## src/hw/drs_pkg.sv

```systemverilog
// package for the dram strobe controller: command codes, states, timing counts
// assumes a 200 MHz core clock
package drs_pkg;
   localparam int CLK_PERIOD_NS = 5;
   localparam int ADDR_W = 9;
   localparam int ROW_HOLD_NS = 15;
   localparam int RCD_NS = 25;
   localparam int ROW_ACCESS_NS = 150;
   localparam int COL_ACCESS_NS = 75;
   localparam int COL_HOLD_NS = 25;
   localparam int CWD_NS = 25;
   localparam int CAS_WIDTH_NS = 75;
   localparam int RAS_WIDTH_NS = 150;
   localparam int RAS_PRE_NS = 100;
   localparam int FCS_NS = 30;
   localparam int FCH_NS = 30;
   localparam int CPT_NS = 70;
   localparam int RFSH_INT_NS = 4000000;
   localparam int RFSH_ROWS = 256;
   localparam int PWRUP_NS = 100000;
   localparam int INIT_CYCLES = 8;
   localparam int CNT_W = 16;
   // least times round up
   localparam logic [CNT_W-1:0] ROW_HOLD_CYC =
      CNT_W'((ROW_HOLD_NS + CLK_PERIOD_NS - 1) / CLK_PERIOD_NS);
   localparam logic [CNT_W-1:0] RCD_CYC =
      CNT_W'((RCD_NS + CLK_PERIOD_NS - 1) / CLK_PERIOD_NS);
   localparam logic [CNT_W-1:0] ACCESS_CYC =
      CNT_W'((ROW_ACCESS_NS + CLK_PERIOD_NS - 1) / CLK_PERIOD_NS + 1);
   localparam logic [CNT_W-1:0] CAS_CYC =
      CNT_W'((CAS_WIDTH_NS + CLK_PERIOD_NS - 1) / CLK_PERIOD_NS);
   localparam logic [CNT_W-1:0] CWD_CYC =
      CNT_W'((CWD_NS + COL_ACCESS_NS + CLK_PERIOD_NS - 1) / CLK_PERIOD_NS);
   localparam logic [CNT_W-1:0] HOLD_CYC =
      CNT_W'((COL_HOLD_NS + CLK_PERIOD_NS - 1) / CLK_PERIOD_NS);
   localparam logic [CNT_W-1:0] RAS_CYC =
      CNT_W'((RAS_WIDTH_NS + CLK_PERIOD_NS - 1) / CLK_PERIOD_NS);
   localparam logic [CNT_W-1:0] PRE_CYC =
      CNT_W'((RAS_PRE_NS + CLK_PERIOD_NS - 1) / CLK_PERIOD_NS);
   localparam logic [CNT_W-1:0] FCS_CYC =
      CNT_W'((FCS_NS + CLK_PERIOD_NS - 1) / CLK_PERIOD_NS);
   localparam logic [CNT_W-1:0] FCH_CYC =
      CNT_W'((FCH_NS + CLK_PERIOD_NS - 1) / CLK_PERIOD_NS);
   localparam logic [CNT_W-1:0] CPT_CYC =
      CNT_W'((CPT_NS + CLK_PERIOD_NS - 1) / CLK_PERIOD_NS);
   // longest interval less slack for a refresh held off behind an access, spread over all rows
   localparam int RFSH_SLACK_CYC = 1000;
   localparam int RFSH_EVERY_DEF = (RFSH_INT_NS / CLK_PERIOD_NS - RFSH_SLACK_CYC) / RFSH_ROWS;
   localparam int PWRUP_DEF = (PWRUP_NS + CLK_PERIOD_NS - 1) / CLK_PERIOD_NS;
   localparam logic [3:0] INIT_CNT = 4'(INIT_CYCLES);
   // command codes
   localparam logic [1:0] CMD_READ = 2'h0;
   localparam logic [1:0] CMD_WRITE = 2'h1;
   localparam logic [1:0] CMD_RMW = 2'h2;
   localparam logic [1:0] CMD_TEST = 2'h3;
   typedef enum logic [3:0] {
      ST_PWRUP = 4'h0, ST_IDLE = 4'h1, ST_ROW = 4'h3, ST_COL = 4'h2,
      ST_ACC = 4'h6, ST_WR = 4'h7, ST_END = 4'h5, ST_PRE = 4'h4,
      ST_CBR = 4'hc, ST_CBRH = 4'hd, ST_TCP = 4'hf, ST_INIT = 4'he
   } drs_state_t;
endpackage
```

## src/hw/drs_ctrl.sv

```systemverilog
// controller that drives a 256k x 1 dynamic memory through its strobe pins
// assumes synchronous inputs on core_clk; pin levels are active-low strobes
// Notes on behaviour
// [RULE1] cell picked by 9 row bits at row fall, 9 column bits at column fall
// [RULE2] row address placed on the pins before the row strobe falls
// [RULE3] column strobe only used once the row strobe is low
// [RULE4] write-enable high reads, low writes; data-in ignored on reads
// [RULE5] data-in captured at the later of column strobe or write-enable fall
// [RULE6] write-enable low before column fall gives an early write, output off
// [RULE7] write-enable falling late after column fall gives a read-write cycle
// [RULE8] write-enable timing between the two cases leaves output undefined
// [RULE9] output off until column strobe low; write cycles carry no data
// [RULE10] read data valid after row access or column access time
// [RULE11] read data held until column strobe returns high
// [RULE12] page mode keeps row strobe low over several column accesses
// [RULE13] hold times counted from column strobe or write-enable only
// [RULE14] all 256 rows refreshed within every 4 ms
// [RULE15] row-only cycle refreshes a row, output stays off
// [RULE16] column low before row fall starts internal counter refresh
// [RULE17] device counter advances after each internal refresh
// [RULE18] column held low after read, row cycled: hidden refresh keeps data
// [RULE19] column rise and fall during internal refresh opens a test access
// [RULE20] test row from counter with bit 8 high; column from second fall
// [RULE21] counter test: 8 init cycles, write, modify, read, complemented
// [RULE22] wait 100 us, then 8 row cycles before normal accesses
// [RULE23] read-modify-write reads at column fall, writes at later we fall
module drs_ctrl
   import drs_pkg::*;
#(
   parameter int PWRUP_CYC = PWRUP_DEF,
   parameter int RFSH_EVERY = RFSH_EVERY_DEF
) (
   input wire logic core_clk,
   input wire logic rst_n,
   input wire logic reqValid,
   input wire logic [1:0] reqCmd,
   input wire logic [ADDR_W-1:0] reqRow,
   input wire logic [ADDR_W-1:0] reqCol,
   input wire logic reqData,
   input wire logic reqPage,
   output logic reqReady,
   output logic rspValid,
   output logic rspData,
   output logic initDone,
   output logic rasN,
   output logic casN,
   output logic weN,
   output logic [ADDR_W-1:0] addr,
   output logic dataIn,
   input wire logic dataOut
);
   import drs_pkg::*;

   typedef struct packed {
      drs_state_t st;
      logic [CNT_W-1:0] tmr;
      logic [31:0] rfshTmr;
      logic [19:0] pwrTmr;
      logic [3:0] initCnt;
      logic rfshPend;
      logic [1:0] cmd;
      logic [ADDR_W-1:0] col;
      logic wdat;
      logic page;
      logic hidden;
      logic reqReady;
      logic rspValid;
      logic rspData;
      logic initDone;
      logic rasN;
      logic casN;
      logic weN;
      logic [ADDR_W-1:0] addr;
      logic dataIn;
   } drs_regs_t;

   drs_regs_t s_q, s_d;
   logic tmrDone;

   assign tmrDone = (s_q.tmr == '0);

   // next-state logic for the whole controller
   always_comb begin
      s_d = s_q;
      s_d.rspValid = 1'b0;
      s_d.reqReady = 1'b0;
      if (!tmrDone) begin
         s_d.tmr = s_q.tmr - 1'b1;
      end
      // refresh pacing, one row every interval slice
      if (s_q.initDone) begin
         if (s_q.rfshTmr >= 32'(RFSH_EVERY - 1)) begin
            s_d.rfshTmr = '0;
            s_d.rfshPend = 1'b1; // see [RULE14]
         end else begin
            s_d.rfshTmr = s_q.rfshTmr + 32'h1;
         end
      end
      unique case (s_q.st)
         ST_PWRUP: begin
            if (s_q.pwrTmr >= 20'(PWRUP_CYC)) begin
               s_d.st = ST_CBR; // see [RULE22]
               s_d.casN = 1'b0;
               s_d.tmr = FCS_CYC;
               s_d.initCnt = INIT_CNT;
            end else begin
               s_d.pwrTmr = s_q.pwrTmr + 20'h1;
            end
         end
         ST_IDLE: begin
            s_d.reqReady = !s_q.rfshPend;
            // a ready already shown is honoured ahead of a refresh that just fell due
            if (reqValid && s_q.reqReady && tmrDone) begin
               s_d.reqReady = 1'b0;
               s_d.cmd = reqCmd;
               s_d.col = reqCol;
               s_d.wdat = reqData;
               s_d.page = reqPage;
               s_d.dataIn = reqData;
               if (reqCmd == CMD_TEST) begin
                  s_d.casN = 1'b0; // see [RULE19]
                  s_d.tmr = FCS_CYC;
                  s_d.st = ST_CBR;
               end else begin
                  s_d.addr = reqRow; // see [RULE2]
                  s_d.weN = (reqCmd != CMD_WRITE); // see [RULE6]
                  s_d.st = ST_ROW;
               end
            end else if (s_q.rfshPend && tmrDone) begin
               s_d.casN = 1'b0; // see [RULE16]
               s_d.tmr = FCS_CYC;
               s_d.st = ST_CBR;
            end
         end
         ST_ROW: begin
            s_d.rasN = 1'b0; // see [RULE1]
            s_d.tmr = (ROW_HOLD_CYC > RCD_CYC) ? ROW_HOLD_CYC : RCD_CYC;
            s_d.st = ST_COL;
         end
         ST_COL: begin
            // column address leaves a cycle ahead of the strobe, never with it
            if (s_q.tmr <= CNT_W'(1)) begin
               s_d.addr = s_q.col; // see [RULE3]
            end
            if (tmrDone) begin
               s_d.casN = 1'b0; // see [RULE1]
               s_d.tmr = (s_q.cmd == CMD_RMW) ? CWD_CYC : ACCESS_CYC; // see [RULE10]
               s_d.st = ST_ACC;
            end
         end
         ST_ACC: begin
            if (tmrDone) begin
               if (s_q.cmd == CMD_WRITE) begin
                  s_d.st = ST_END; // see [RULE9]
                  s_d.tmr = CAS_CYC;
               end else begin
                  s_d.rspValid = 1'b1; // see [RULE11]
                  s_d.rspData = dataOut;
                  if (s_q.cmd == CMD_RMW) begin
                     s_d.weN = 1'b0; // see [RULE7]
                     s_d.dataIn = s_q.wdat; // see [RULE5]
                     s_d.tmr = HOLD_CYC; // see [RULE13]
                     s_d.st = ST_WR;
                  end else begin
                     s_d.st = ST_END;
                     s_d.tmr = '0;
                  end
               end
            end
         end
         ST_WR: begin
            if (tmrDone) begin
               s_d.st = ST_END; // see [RULE23]
               s_d.tmr = '0;
            end
         end
         ST_END: begin
            if (tmrDone) begin
               s_d.weN = 1'b1;
               if (s_q.cmd == CMD_READ && s_q.rfshPend) begin
                  s_d.rasN = 1'b1; // see [RULE18]
                  s_d.hidden = 1'b1;
                  s_d.tmr = PRE_CYC;
                  s_d.st = ST_CBR;
               end else if (s_q.page && reqValid && reqCmd != CMD_TEST
                            && reqCmd != CMD_RMW && !s_q.rfshPend) begin
                  s_d.casN = 1'b1; // see [RULE12]
                  s_d.cmd = reqCmd;
                  s_d.col = reqCol;
                  s_d.wdat = reqData;
                  s_d.dataIn = reqData;
                  s_d.page = reqPage;
                  s_d.weN = (reqCmd != CMD_WRITE);
                  s_d.reqReady = 1'b1;
                  s_d.tmr = CPT_CYC;
                  s_d.st = ST_COL;
               end else begin
                  s_d.casN = 1'b1;
                  s_d.rasN = 1'b1;
                  s_d.tmr = PRE_CYC;
                  s_d.st = ST_PRE;
               end
            end
         end
         ST_PRE: begin
            s_d.weN = 1'b1;
            if (tmrDone) begin
               s_d.st = ST_IDLE;
            end
         end
         ST_CBR: begin
            if (tmrDone) begin
               s_d.rasN = 1'b0; // see [RULE16]
               s_d.tmr = (s_q.cmd == CMD_TEST && s_q.initDone) ? FCH_CYC : RAS_CYC;
               s_d.st = ST_CBRH;
            end
         end
         ST_CBRH: begin
            if (tmrDone) begin
               if (s_q.cmd == CMD_TEST && s_q.initDone) begin
                  s_d.casN = 1'b1; // see [RULE19]
                  s_d.addr = s_q.col; // see [RULE20]
                  s_d.cmd = CMD_RMW;
                  s_d.weN = 1'b1;
                  s_d.tmr = CPT_CYC;
                  s_d.st = ST_TCP;
               end else begin
                  s_d.rasN = 1'b1;
                  s_d.casN = 1'b1;
                  s_d.hidden = 1'b0; // see [RULE17]
                  s_d.rfshPend = s_q.initDone && (s_q.rfshTmr >= 32'(RFSH_EVERY - 1)); // tick wins
                  s_d.tmr = PRE_CYC;
                  s_d.st = s_q.initDone ? ST_PRE : ST_INIT;
               end
            end
         end
         ST_TCP: begin
            if (tmrDone) begin
               s_d.casN = 1'b0; // see [RULE20]
               s_d.tmr = CWD_CYC;
               s_d.page = 1'b0;
               s_d.st = ST_ACC; // see [RULE21]
            end
         end
         ST_INIT: begin
            if (tmrDone) begin
               if (s_q.initCnt <= 4'h1) begin
                  s_d.initDone = 1'b1; // see [RULE22]
                  s_d.st = ST_IDLE;
               end else begin
                  s_d.initCnt = s_q.initCnt - 4'h1;
                  s_d.casN = 1'b0;
                  s_d.tmr = FCS_CYC;
                  s_d.st = ST_CBR;
               end
            end
         end
         default: begin
            s_d.st = ST_IDLE;
         end
      endcase
   end

   // state register
   always_ff @(posedge core_clk or negedge rst_n) begin
      if (!rst_n) begin
         s_q <= '0;
         s_q.st <= ST_PWRUP;
         s_q.rasN <= 1'b1;
         s_q.casN <= 1'b1;
         s_q.weN <= 1'b1;
      end else begin
         s_q <= s_d;
      end
   end

   // outputs straight from the state flops
   assign reqReady = s_q.reqReady;
   assign rspValid = s_q.rspValid;
   assign rspData = s_q.rspData;
   assign initDone = s_q.initDone;
   assign rasN = s_q.rasN;
   assign casN = s_q.casN;
   assign weN = s_q.weN;
   assign addr = s_q.addr;
   assign dataIn = s_q.dataIn;
endmodule

```

## config.mk

```make
export PLATFORM = sky130hd
export DESIGN_NAME = drs_ctrl
export DESIGN_NICKNAME = d
export VERILOG_FILES = /design/src/hw/drs_pkg.sv /design/src/hw/drs_ctrl.sv
export SDC_FILE = /design/constraint.sdc
export NUM_CORES = 1
export LEC_CHECK = 0
export ABC_AREA = 0
export BUFFER_PORTS_ARGS = -buffer_cell sky130_fd_sc_hd__buf_2
export CAP_MARGIN = 20
export CORE_MARGIN = 5
export CORE_UTILIZATION = 40
export DETAILED_ROUTE_END_ITERATION = 10
export PLACE_DENSITY = 0.63
export SLEW_MARGIN = 0
export SYNTH_ARGS = -nofsm -noshare
export SYNTH_HDL_FRONTEND = slang
export SYNTH_SLANG_ARGS = --single-unit
```

## constraint.sdc

```tcl
create_clock -name core_clk -period 4.5 [get_ports core_clk]
set_clock_uncertainty 0.05 [all_clocks]
set_input_delay 0.675 -clock core_clk [delete_from_list [all_inputs] [get_ports core_clk]]
set_output_delay 0.675 -clock core_clk [all_outputs]
set_load 0.005 [all_outputs]
```

==> metrics.md, run 1 <==
| Metric | Value |
|---|---|
| Status | `completed` |
| Synth unique cells | `64` |
| Pint | `1400 uW` |
| Worst reg2reg path endpoint | `s_q[88]$_DFF_PN0_` |
| DP Wirelength | `9590 um` |
| Comb pwr share | `0.021` |
| FF+latch count, synth | `107` |
| Pwr per Cell Area | `279 nW/um^2` |
| Synth area leaders | `dfrtp_1 (45%), mux2_2 (6.4%), nor2_1 (5.0%)` |
| PortBufs | `42` |
| Peak VDD IR | `0.000186 V` |
| Die H | `130 um` |
| Max Cap Viol | `0` |
| Setup crit end kind | `register` |
| Worst endpoint data arrival time | `3420 ps` |
| Gpl congestion | `0.972` |
| Clock buffer depth | `2` |
| Fin nets | `668` |
| CTS tree | `yes` |
| FFs w/ async S/R, synth | `1.00` |
| Share of post-route cells with drive strength above 1 | `0.175` |
| Number of global-route vias before repair | `4,506` |
| Syn-to-layout area delta | `11.0%` |
| Clock power share | `0.442` |
| IO Pins | `43` |
| H-tree depth | `3` |
| R2r worst-path depth | `10` |
| Worst Tran Pin Value | `1030 ps` |
| Row count | `44` |
| Footprint of the multi-input gates | `2820 um^2` |
| RSZ-0062 raised after global routing | `false` |
| DRC errors left | `0` |
| Reg2reg start | `s_q[89]$_DFF_PN0_` |
| CP Data Required Time | `4680 ps` |
| Sink Count | `107` |
| Share of the synthesized area in the top cell type | `0.450` |
| Setup Buffers After CTS | `0` |
| Tcrit/Tclk final | `0.719` |
| Slew HR | `0.313` |
| N_diodes | `0` |
| Number of CTS-inserted buffers | `9` |
| Final setup fails | `0` |
| Avg Cell Area, Syn | `9.56 um^2` |
| Worst-Skew Late Latency | `360 ps` |
| Hold Buf Count CTS | `0` |
| Setup Crit Path Kind | `register to register` |
| Final WL | `13,600 um` |
| Min Hold Slack | `74.6 ps` |
| GRT overflow | `0` |
| Final Hold Violating Endpoints | `0` |
| Vias per cell | `5.65` |
| Leakage power total | `0.00294 uW` |
| Fill cell count | `1,386` |
| Largest net degree at the start of global routing | `78` |
| Synth Cell Area | `5780 um^2` |
| CTS clk-pin slew, worst paths | `70 ps` |
| Routed len/inst | `16.6 um` |
| Most used DFF post-synth | `dfrtp_1` |
| Net Count, Synth | `644` |
| Max Clk Rate | `309 MHz` |
| Worst hold path class | `input pin to async pin` |
| Via count | `4,625` |
| Switching Fraction | `0.215` |
| Area leader, netlist | `dfrtp_1` |
| First-pass GRT wire length | `22,500 um` |
| Startpoint Class | `register` |
| Die W | `130 um` |
| EDFF count, synth | `0` |
| 1st-iter DRT viols | `493` |
| Core Area | `14,400 um^2` |
| Final ANT Viol Nets | `0` |
| Reg power frac | `0.537` |
| Number of detailed-route iterations in the first pass | `6` |
| Initial Utilization | `0.402` |
| Reg2reg setup slack | `1260 ps` |
| CP Max Fanout | `29` |
| Gr usage total | `0.168` |
| Cells after Synth | `605` |
| Die area | `17,000 um^2` |
| Initial antenna violation count | `0` |
| Register Area | `2680 um^2` |
| Root Driver | `clkbuf_16` |
| Min Tclk post-route | `3240 ps` |
| Switch Pwr | `385 uW` |
| Ys Warns | `0` |
| Post-CTS Resized | `0` |
| Setup_tns | `0 ps` |
| Max Slew Vio Count | `0` |
| Part of the Yosys area used for sequential elements | `0.464` |
worst max-delay path: stages (launching register included):
cell,delay [ps]
dfrtp_1,410
inv_1,120
ha_1,240
nor4b_1,230
and4_1,400
inv_2,270
ha_1,400
nor3_1,90
a211oi_1,450
a21oi_1,60
or3_1,390
layout by cell type (no fill, tap or decap), drive strengths merged, types with 3 or more instances in the layout:
master,n
a211oi,3
a21boi,3
a21oi,35
a31oi,8
and2,5
and3,10
and4,5
buf,51
clkbuf,9
clkinv,5
dfrtp,104
dfstp,3
ha,13
inv,27
mux2,33
mux2i,6
nand2,37
nand2b,5
nand3,20
nand4,12
nor2,77
nor2b,4
nor3,14
nor4,13
o2111ai,3
o211ai,6
o21ai,29
o21bai,3
o22ai,4
o31ai,4
or3,8
or4,3
xnor2,26
xor2,10
cell usage after synthesis (11+ instances only):
| cell | number |
|---|---|
| dfrtp_1 | 104 |
| nor2_1 | 77 |
| nand2_1 | 37 |
| a21oi_1 | 35 |
| mux2_2 | 33 |
| o21ai_0 | 28 |
| xnor2_1 | 26 |
| inv_1 | 25 |
| clkbuf_1 | 24 |
| nand3_1 | 20 |
| ha_1 | 13 |
| nor3_1 | 13 |
| nand4_1 | 12 |
| nor4_1 | 11 |
power groups by stage:
| stage | clock network (uW) | logic [uW] | registers (uW) |
|---|---|---|---|
| 4_1_cts | 828 | 36.5 | 961 |
| 6_report | 791 | 37.3 | 961 |
| 2_1_floorplan | 0 | 3.37 | 980 |
| 5_1_grt | 861 | 43.8 | 961 |
| 3_5_place_dp | 0 | 36.2 | 980 |
| 3_3_place_gp | 0 | 34.7 | 980 |
registers in the layout, indices dropped and copies added (netlist names):
register	count
addr	9
initDone	1
casN	1
rspValid	1
rspData	1
dataIn	1
s_q	90
weN	1
rasN	1
reqReady	1
per-stage QoR:
stage          power, uW  cells  worst slack, ps  cell area, um^2   util
6_report            1790    818             1260             6420  0.447
5_1_grt             1870    818             1090             6420  0.447
4_1_cts             1830    816             1100             6380  0.444
3_5_place_dp        1020    800             1140             6090  0.424
3_3_place_gp        1010    800             1330             6090  0.424
2_1_floorplan        983    605             1730             5780      -
worst max-delay path by stage:
stage                                    end               from  depth (start not counted)
after global routing       s_q[88]$_DFF_PN0_  s_q[89]$_DFF_PN0_                         10
final                      s_q[88]$_DFF_PN0_  s_q[89]$_DFF_PN0_                         10
after global placement    s_q[100]$_DFF_PN0_  s_q[88]$_DFF_PN0_                          8
after CTS                  s_q[99]$_DFF_PN0_  s_q[89]$_DFF_PN0_                          8
after detailed placement   s_q[94]$_DFF_PN0_  s_q[88]$_DFF_PN0_                          8
after floorplan            s_q[88]$_DFF_PN0_  s_q[88]$_DFF_PN0_                         13
per-layer routing:
| metal | track usage | part of all wire | vias up |
|---|---|---|---|
| met5 | 0 | 0 | - |
| met4 | 0.0770 | 0.034 | 0 |
| met3 | 0.0418 | 0.069 | 39 |
| met2 | 0.261 | 0.46 | 192 |
| met1 | 0.220 | 0.43 | 2197 |
| li1 | - | - | 2197 |
final cells by class:
class                      count  share of cell area
clock inverter                 7              0.0105
multi-input combinational    434               0.439
inverter                      26              0.0152
clock buffer                   9              0.0351
timing repair buffer          51              0.0464
sequential                   107               0.418
tap                          184              0.0359
kinds of logic after synthesis:
| kind of cell | after synthesis | synth area share |
|---|---|---|
| adders and majority gates | 13 | 0.0281 |
| AOI/OAI and AO/OA | 124 | 0.137 |
| xor gates and xnor gates | 36 | 0.0545 |
| buffers and inverters | 64 | 0.0491 |
| muxes | 39 | 0.0746 |
| DFF | 107 | 0.464 |
| and+or+nand+nor | 222 | 0.193 |
Note: power is estimated with default switching activity, not from simulation.
==> inputs of run 2 (changes only) <==
==> constraint.sdc (replaced) <==
create_clock -name core_clk -period 3.25 [get_ports core_clk]
set_clock_uncertainty 0.05 [all_clocks]
set_input_delay 0.4875 -clock core_clk [delete_from_list [all_inputs] [get_ports core_clk]]
set_output_delay 0.4875 -clock core_clk [all_outputs]
set_load 0.005 [all_outputs]
==> run 2 against run 1 <==
- utilization up 0.71 points
- sequential power up 38%
- sequential share of layout area down 0.66 points
- largest power group unchanged
==> metrics.md, run 2 (synthesis gave the netlist of run 1 again) <==
| Metric | Value |
|---|---|
| Number of CTS-inserted buffers | `9 (unchanged)` |
| Setup_tns | `0 ps (unchanged)` |
| Gr usage total | `0.172 (+0.00429)` |
| Initial Utilization | `0.402 (unchanged)` |
| CTS clk-pin slew, worst paths | `70 ps (about the same)` |
| Most frequent cells in the layout | `dfrtp_1 (104), nor2_1 (77), buf_2 (41)` |
| Routed len/inst | `16.8 um (+1.4%)` |
| Final worst slack | `446 ps (-817 ps)` |
| Tcrit/Tclk final | `0.863 (+0.143)` |
| Min Tclk post-route | `2800 ps (-433 ps)` |
| Gpl congestion | `0.957 (-1.5%)` |
| 1st-iter DRT viols | `355 (-28%)` |
| Initial antenna violation count | `0 (unchanged)` |
| Final setup fails | `0 (unchanged)` |
| Worst Tran Pin Value | `832 ps (-198 ps)` |
| Commonest non-fill, non-tap cell in the layout | `dfrtp_1` |
| Power Total | `2560 uW (+43%)` |
| Pwr per Cell Area | `393 nW/um^2 (+41%)` |
| CP Data Required Time | `3430 ps (-1250 ps)` |
| Slew HR | `0.443 (+0.130)` |
| PortBufs | `42 (unchanged)` |
| CTS tree | `yes` |
| Row count | `44 (unchanged)` |
| Peak VDD IR | `0.000283 V (+52%)` |
| CP Max Fanout | `10 (-66%)` |
| H-tree depth | `3 (unchanged)` |
| Worst endpoint data arrival time | `2980 ps (-440 ps)` |
| Max Cap Viol | `0 (unchanged)` |
| Via count | `4,678 (+1.1%)` |
| Worst hold path class | `input pin to async pin` |
| Status | `completed` |
| Setup Buffers After CTS | `0 (unchanged)` |
| DP Wirelength | `9990 um (+4.2%)` |
| Number of detailed-route iterations in the first pass | `5 (-1)` |
| Vias per cell | `5.65 (about the same)` |
| Die W | `130 um (unchanged)` |
| Post-route cell area | `6520 um^2 (+1.6%)` |
| Max Slew Vio Count | `0 (unchanged)` |
| Setup Crit Path Kind | `register to register` |
| Core Area | `14,400 um^2 (unchanged)` |
| Die area | `17,000 um^2 (unchanged)` |
| Die H | `130 um (unchanged)` |
| Sink Count | `107 (unchanged)` |
| Root Driver | `clkbuf_16` |
| Syn-to-layout area delta | `12.7%` |
| Max reg flops | `90 (unchanged)` |
| Top reg by flops | `s_q` |
| Startpoint Class | `register` |
| DP Area | `6190 um^2 (+1.6%)` |
| Number of global-route vias before repair | `4,637 (+2.9%)` |
| Largest net degree at the start of global routing | `60 (-23%)` |
| Post-CTS Resized | `0 (unchanged)` |
| N_diodes | `0 (unchanged)` |
| Worst-Skew Late Latency | `360 ps (about the same)` |
| Final WL | `13,900 um (+2.7%)` |
| IO Pins | `43 (unchanged)` |
| Pre-CTS setup slack | `493 ps (-643 ps)` |
| Fin nets | `678 (+1.5%)` |
| First-pass GRT wire length | `23,100 um (+2.9%)` |
| DRC errors left | `0 (unchanged)` |
| Max Clk Rate | `357 MHz (+15%)` |
| Hold Buf Count CTS | `0 (unchanged)` |
| Clock buffer depth | `2 (unchanged)` |
| GRT overflow | `0 (unchanged)` |
| Setup crit end kind | `register` |
| Leakage power total | `0.00299 uW (+1.8%)` |
| Share of post-route cells with drive strength above 1 | `0.185 (+0.00970)` |
| Final ANT Viol Nets | `0 (unchanged)` |
| Final Hold Violating Endpoints | `0 (unchanged)` |
| RSZ-0062 raised after global routing | `false` |
==> run 2: layout make-up <==
class,count,area (um^2)
fill,1381,7850
multi-input combinational,434,2820
sequential,107,2680
timing repair buffer,61,375
clock buffer,11,233
tap,184,230
inverter,26,97.6
clock inverter,5,85.1
==> run 2: metal layers <==
layer / global-route usage / vias to the layer above / wire (um)
met5: 0 / - / 0
met4: 0.0617 / 0 / 324
met3: 0.0463 / 28 / 851
met2: 0.271 / 145 / 6490
met1: 0.228 / 2284 / 6260
li1: - / 2221 / -
==> run 2: power by group <==
group          leakage, uW  switching, uW  internal (uW)
registers          0.00139              0           1330
clock network     0.000156            498            683
logic              0.00145           34.3           16.8
==> run 2: through the flow <==
stage | hold slack (ps) | utilization | cells
after detailed placement | 319 | 0.431 | 811
final | 164 | 0.454 | 828
after global routing | 236 | 0.454 | 828
after CTS | 188 | 0.453 | 827
after floorplan | 142 | - | 605
after global placement | 315 | 0.431 | 811
==> run 2: path summary, 6_finish.rpt <==
| path | from | end | slack, ps | cells past startpoint |
|---|---|---|---|---|
| setup / recovery | s_q[89]$_DFF_PN0_ | s_q[88]$_DFF_PN0_ | 450 | 11 |
| hold / removal | rst_n | s_q[58]$_DFFE_PN0P_ | 160 | 1 |
| setup reg to reg | s_q[89]$_DFF_PN0_ | s_q[88]$_DFF_PN0_ | 450 | 11 |
| hold reg to reg | s_q[52]$_DFFE_PN0P_ | s_q[52]$_DFFE_PN0P_ | 330 | 0 |
| max in group asynchronous | rst_n | rasN$_DFFE_PN1P_ | 2190 | 2 |
| min in group core_clk | reqCol[0] | s_q[20]$_DFFE_PN0P_ | 310 | 2 |
==> run 2: worst max-delay path, stage by stage (launching register included) <==
cell	delay, ps
dfrtp_1	420
inv_1	110
ha_1	240
nor4b_1	230
and4_1	260
inv_2	110
buf_4	190
ha_1	310
nor3_1	70
a211oi_1	250
a21oi_1	70
or3_1	380
==> inputs of run 3 (changes only) <==
--- a/config.mk
+++ b/config.mk
@@ -10,6 +10,7 @@
 export CAP_MARGIN = 20
 export CORE_MARGIN = 5
 export CORE_UTILIZATION = 40
+export CTS_BUF_LIST = sky130_fd_sc_hd__clkbuf_2
 export DETAILED_ROUTE_END_ITERATION = 10
 export PLACE_DENSITY = 0.63
 export SLEW_MARGIN = 0
==> run 3 against run 2 <==
- die area stayed put
- register-to-register slack hardly changed
- utilization is 0.24 points lower
- global-route usage is 0.23 points higher
- sequential share of layout area is 0.22 points higher
- clock power is 39% lower
- non-clock buffer count is 13 higher
- fmax is 0.32% lower
- sequential power hardly changed
- cell count is 1.6% higher
- power is 17% lower
- sequential cell count stayed put
- critical path type unchanged
- highest routed layer unchanged
==> metrics.md, run 3 (synthesis gave the netlist of run 1 again) <==
| Metric | Value |
|---|---|
| Status | `completed` |
| Hold path endpoint | `s_q[29]$_DFFE_PN0P_` |
| Reg power frac | `0.629 (+0.110)` |
| Slew HR | `0.350 (-0.0927)` |
| Post-layout util | `0.451 (-0.00244)` |
| Switching Fraction | `0.232 (+0.0242)` |
| DRC errors left | `0 (unchanged)` |
| Final ANT Viol Nets | `0 (unchanged)` |
| RSZ-0062 raised after global routing | `false` |
| CTS clk-pin slew, worst paths | `270 ps (+200 ps)` |
| Commonest non-fill, non-tap cell in the layout | `dfrtp_1` |
| Comb pwr share | `0.030 (+0.010)` |
| Clock buffer depth | `2 (unchanged)` |
| Largest net degree at the start of global routing | `60 (unchanged)` |
| R2r worst-path depth | `11 (unchanged)` |
| Final WL | `14,100 um (+0.98%)` |
| Reg2reg setup slack | `440 ps (about the same)` |
| Worst endpoint data arrival time | `3280 ps (+300 ps)` |
| Share of post-route cells with drive strength above 1 | `0.184 (-0.000612)` |
| Final setup fails | `0 (unchanged)` |
| Setup crit end kind | `register` |
| Max Clk Rate | `356 MHz (-0.32%)` |
| Number of global-route vias before repair | `4,705 (+1.5%)` |
| Most frequent cells in the layout | `dfrtp_1 (104), nor2_1 (77), buf_2 (41)` |
| Setup Crit Path Kind | `register to register` |
| Core Area | `14,400 um^2 (unchanged)` |
| Top reg by flops | `s_q` |
| Max reg flops | `90 (unchanged)` |
| N_diodes | `0 (unchanged)` |
| Syn-to-layout area delta | `12.1%` |
| Worst hold path class | `input pin to register` |
| CP Data Required Time | `3720 ps (+290 ps)` |
| Setup_tns | `0 ps (unchanged)` |
| CP Max Fanout | `10 (unchanged)` |
| Peak VDD IR | `0.000284 V (+0.28%)` |
| Row count | `44 (unchanged)` |
| Routed len/inst | `16.7 um (-0.58%)` |
| PortBufs | `42 (unchanged)` |
| Startpoint Class | `register` |
| Register Area | `2680 um^2 (unchanged)` |
| 1st-iter DRT viols | `410 (+15%)` |
| Number of CTS-inserted buffers | `9 (unchanged)` |
| Switch Pwr | `492 uW (-7.5%)` |
| Number of detailed-route iterations in the first pass | `5 (unchanged)` |
| Clock power share | `0.341 (-0.120)` |
| Die area | `17,000 um^2 (unchanged)` |
| Initial Utilization | `0.402 (unchanged)` |
| Gpl congestion | `0.957 (unchanged)` |
| Root Driver | `clkbuf_2` |
| Tcrit/Tclk final | `0.865 (+0.00280)` |
| Worst Tran Pin Value | `971 ps (+139 ps)` |
| Die W | `130 um (unchanged)` |
| Fill cell count | `1,378 (-0.22%)` |
| Die H | `130 um (unchanged)` |
| Setup Buffers After CTS | `0 (unchanged)` |
| Worst reg2reg path endpoint | `s_q[88]$_DFF_PN0_` |
| Max Slew Vio Count | `0 (unchanged)` |
| Hold depth | `3` |
| Footprint of the multi-input gates | `2820 um^2 (unchanged)` |
| Pint | `1630 uW (-20%)` |
| Worst-Skew Late Latency | `630 ps (+270 ps)` |
| Pwr per Cell Area | `327 nW/um^2 (-17%)` |
| Initial antenna violation count | `0 (unchanged)` |
| DP Wirelength | `9990 um (unchanged)` |
| GRT overflow | `0 (unchanged)` |
| Vias per cell | `5.58 (-1.3%)` |
| IO Pins | `43 (unchanged)` |
| Final Hold Violating Endpoints | `0 (unchanged)` |
| First-pass GRT wire length | `23,500 um (+1.5%)` |
| H-tree depth | `3 (unchanged)` |
| CTS tree | `yes` |
| Max Cap Viol | `0 (unchanged)` |
| Hold_sp | `reqCmd[0]` |
| Leakage power total | `0.00298 uW (-0.30%)` |
| Min Tclk post-route | `2810 ps (+9.09 ps)` |
| Min Hold Slack | `72.2 ps (-91.7 ps)` |
| Reg2reg start | `s_q[88]$_DFF_PN0_` |
| Fin nets | `691 (+1.9%)` |
| Via count | `4,691 (+0.28%)` |
| Gr usage total | `0.174 (+0.00230)` |
| Sink Count | `107 (unchanged)` |
==> run 3: cell types whose count changed in the layout (fill, tap and decap cells not counted) <==
| cell | before | now |
|---|---|---|
| dlygate4sd3_1 | 0 | 13 |
| clkbuf_2 | 0 | 11 |
| clkbuf_16 | 9 | 0 |
| clkbuf_1 | 2 | 0 |
| buf_16 | 0 | 1 |
| buf_8 | 1 | 0 |
==> run 3: area by class of cell <==
| cell class | count | share of cell area |
|---|---|---|
| clock inverters | 5 | 0.0131 |
| clock buffers | 11 | 0.00849 |
| repair buffers | 74 | 0.0799 |
| multi-input cells | 434 | 0.434 |
| flip-flops and latches | 107 | 0.413 |
| well taps | 184 | 0.0355 |
| inverters | 26 | 0.0150 |
==> run 3: worst max path at each step <==
| stage | startpoint | endpoint | slack, ps |
|---|---|---|---|
| 2_1_floorplan | s_q[88]$_DFF_PN0_ | s_q[88]$_DFF_PN0_ | 480 |
| 3_3_place_gp | s_q[88]$_DFF_PN0_ | s_q[89]$_DFF_PN0_ | 590 |
| 3_5_place_dp | s_q[88]$_DFF_PN0_ | s_q[88]$_DFF_PN0_ | 490 |
| 4_1_cts | s_q[88]$_DFF_PN0_ | s_q[88]$_DFF_PN0_ | 440 |
| 5_1_grt | s_q[89]$_DFF_PN0_ | s_q[95]$_DFF_PN0_ | 160 |
| 6_report | s_q[88]$_DFF_PN0_ | s_q[88]$_DFF_PN0_ | 440 |
==> run 3: critical path: stages, from the launching register on <==
cell and delay, ps:
dfrtp_1 480, inv_1 100, ha_1 240, nor4b_1 230
and4_1 260, inv_2 110, buf_4 190, ha_1 310
nor3_1 70, a211oi_1 240, a21oi_1 70, or3_1 380
==> run 3: per-stage QoR <==
step | cell area, um^2 | setup WS, ps | power (uW) | instances
2_1_floorplan | 5780 | 482 | 1360 | 605
3_3_place_gp | 6190 | 586 | 1410 | 811
3_5_place_dp | 6190 | 493 | 1410 | 811
4_1_cts | 6460 | 440 | 2150 | 840
5_1_grt | 6480 | 164 | 2210 | 841
6_report | 6480 | 437 | 2120 | 841
==> run 3: repair_timing <==
| item | CTS | global route |
|---|---|---|
| resized for setup | 0 | 0 |
| hold buffers | 13 | 0 |
| endpoints found under the hold margin | 68 | 0 |
| setup endpoints to repair | 0 | 0 |
==> run 3: power by group through the flow <==
stage	registers, uW	logic (uW)	clock network [uW]
floorplan	1360	4.67	0
global placement	1360	51.9	0
detailed placement	1360	53.5	0
CTS	1340	65.6	750
global route	1340	73.1	802
finish	1340	63.2	724
==> run 3: per-layer routing <==
metal  part of all wire  wire length, um  global-route usage
met1               0.45             6320               0.229
met2               0.47             6610               0.279
met3              0.054              766              0.0483
met4              0.025              357              0.0575
met5                  0                0                   0
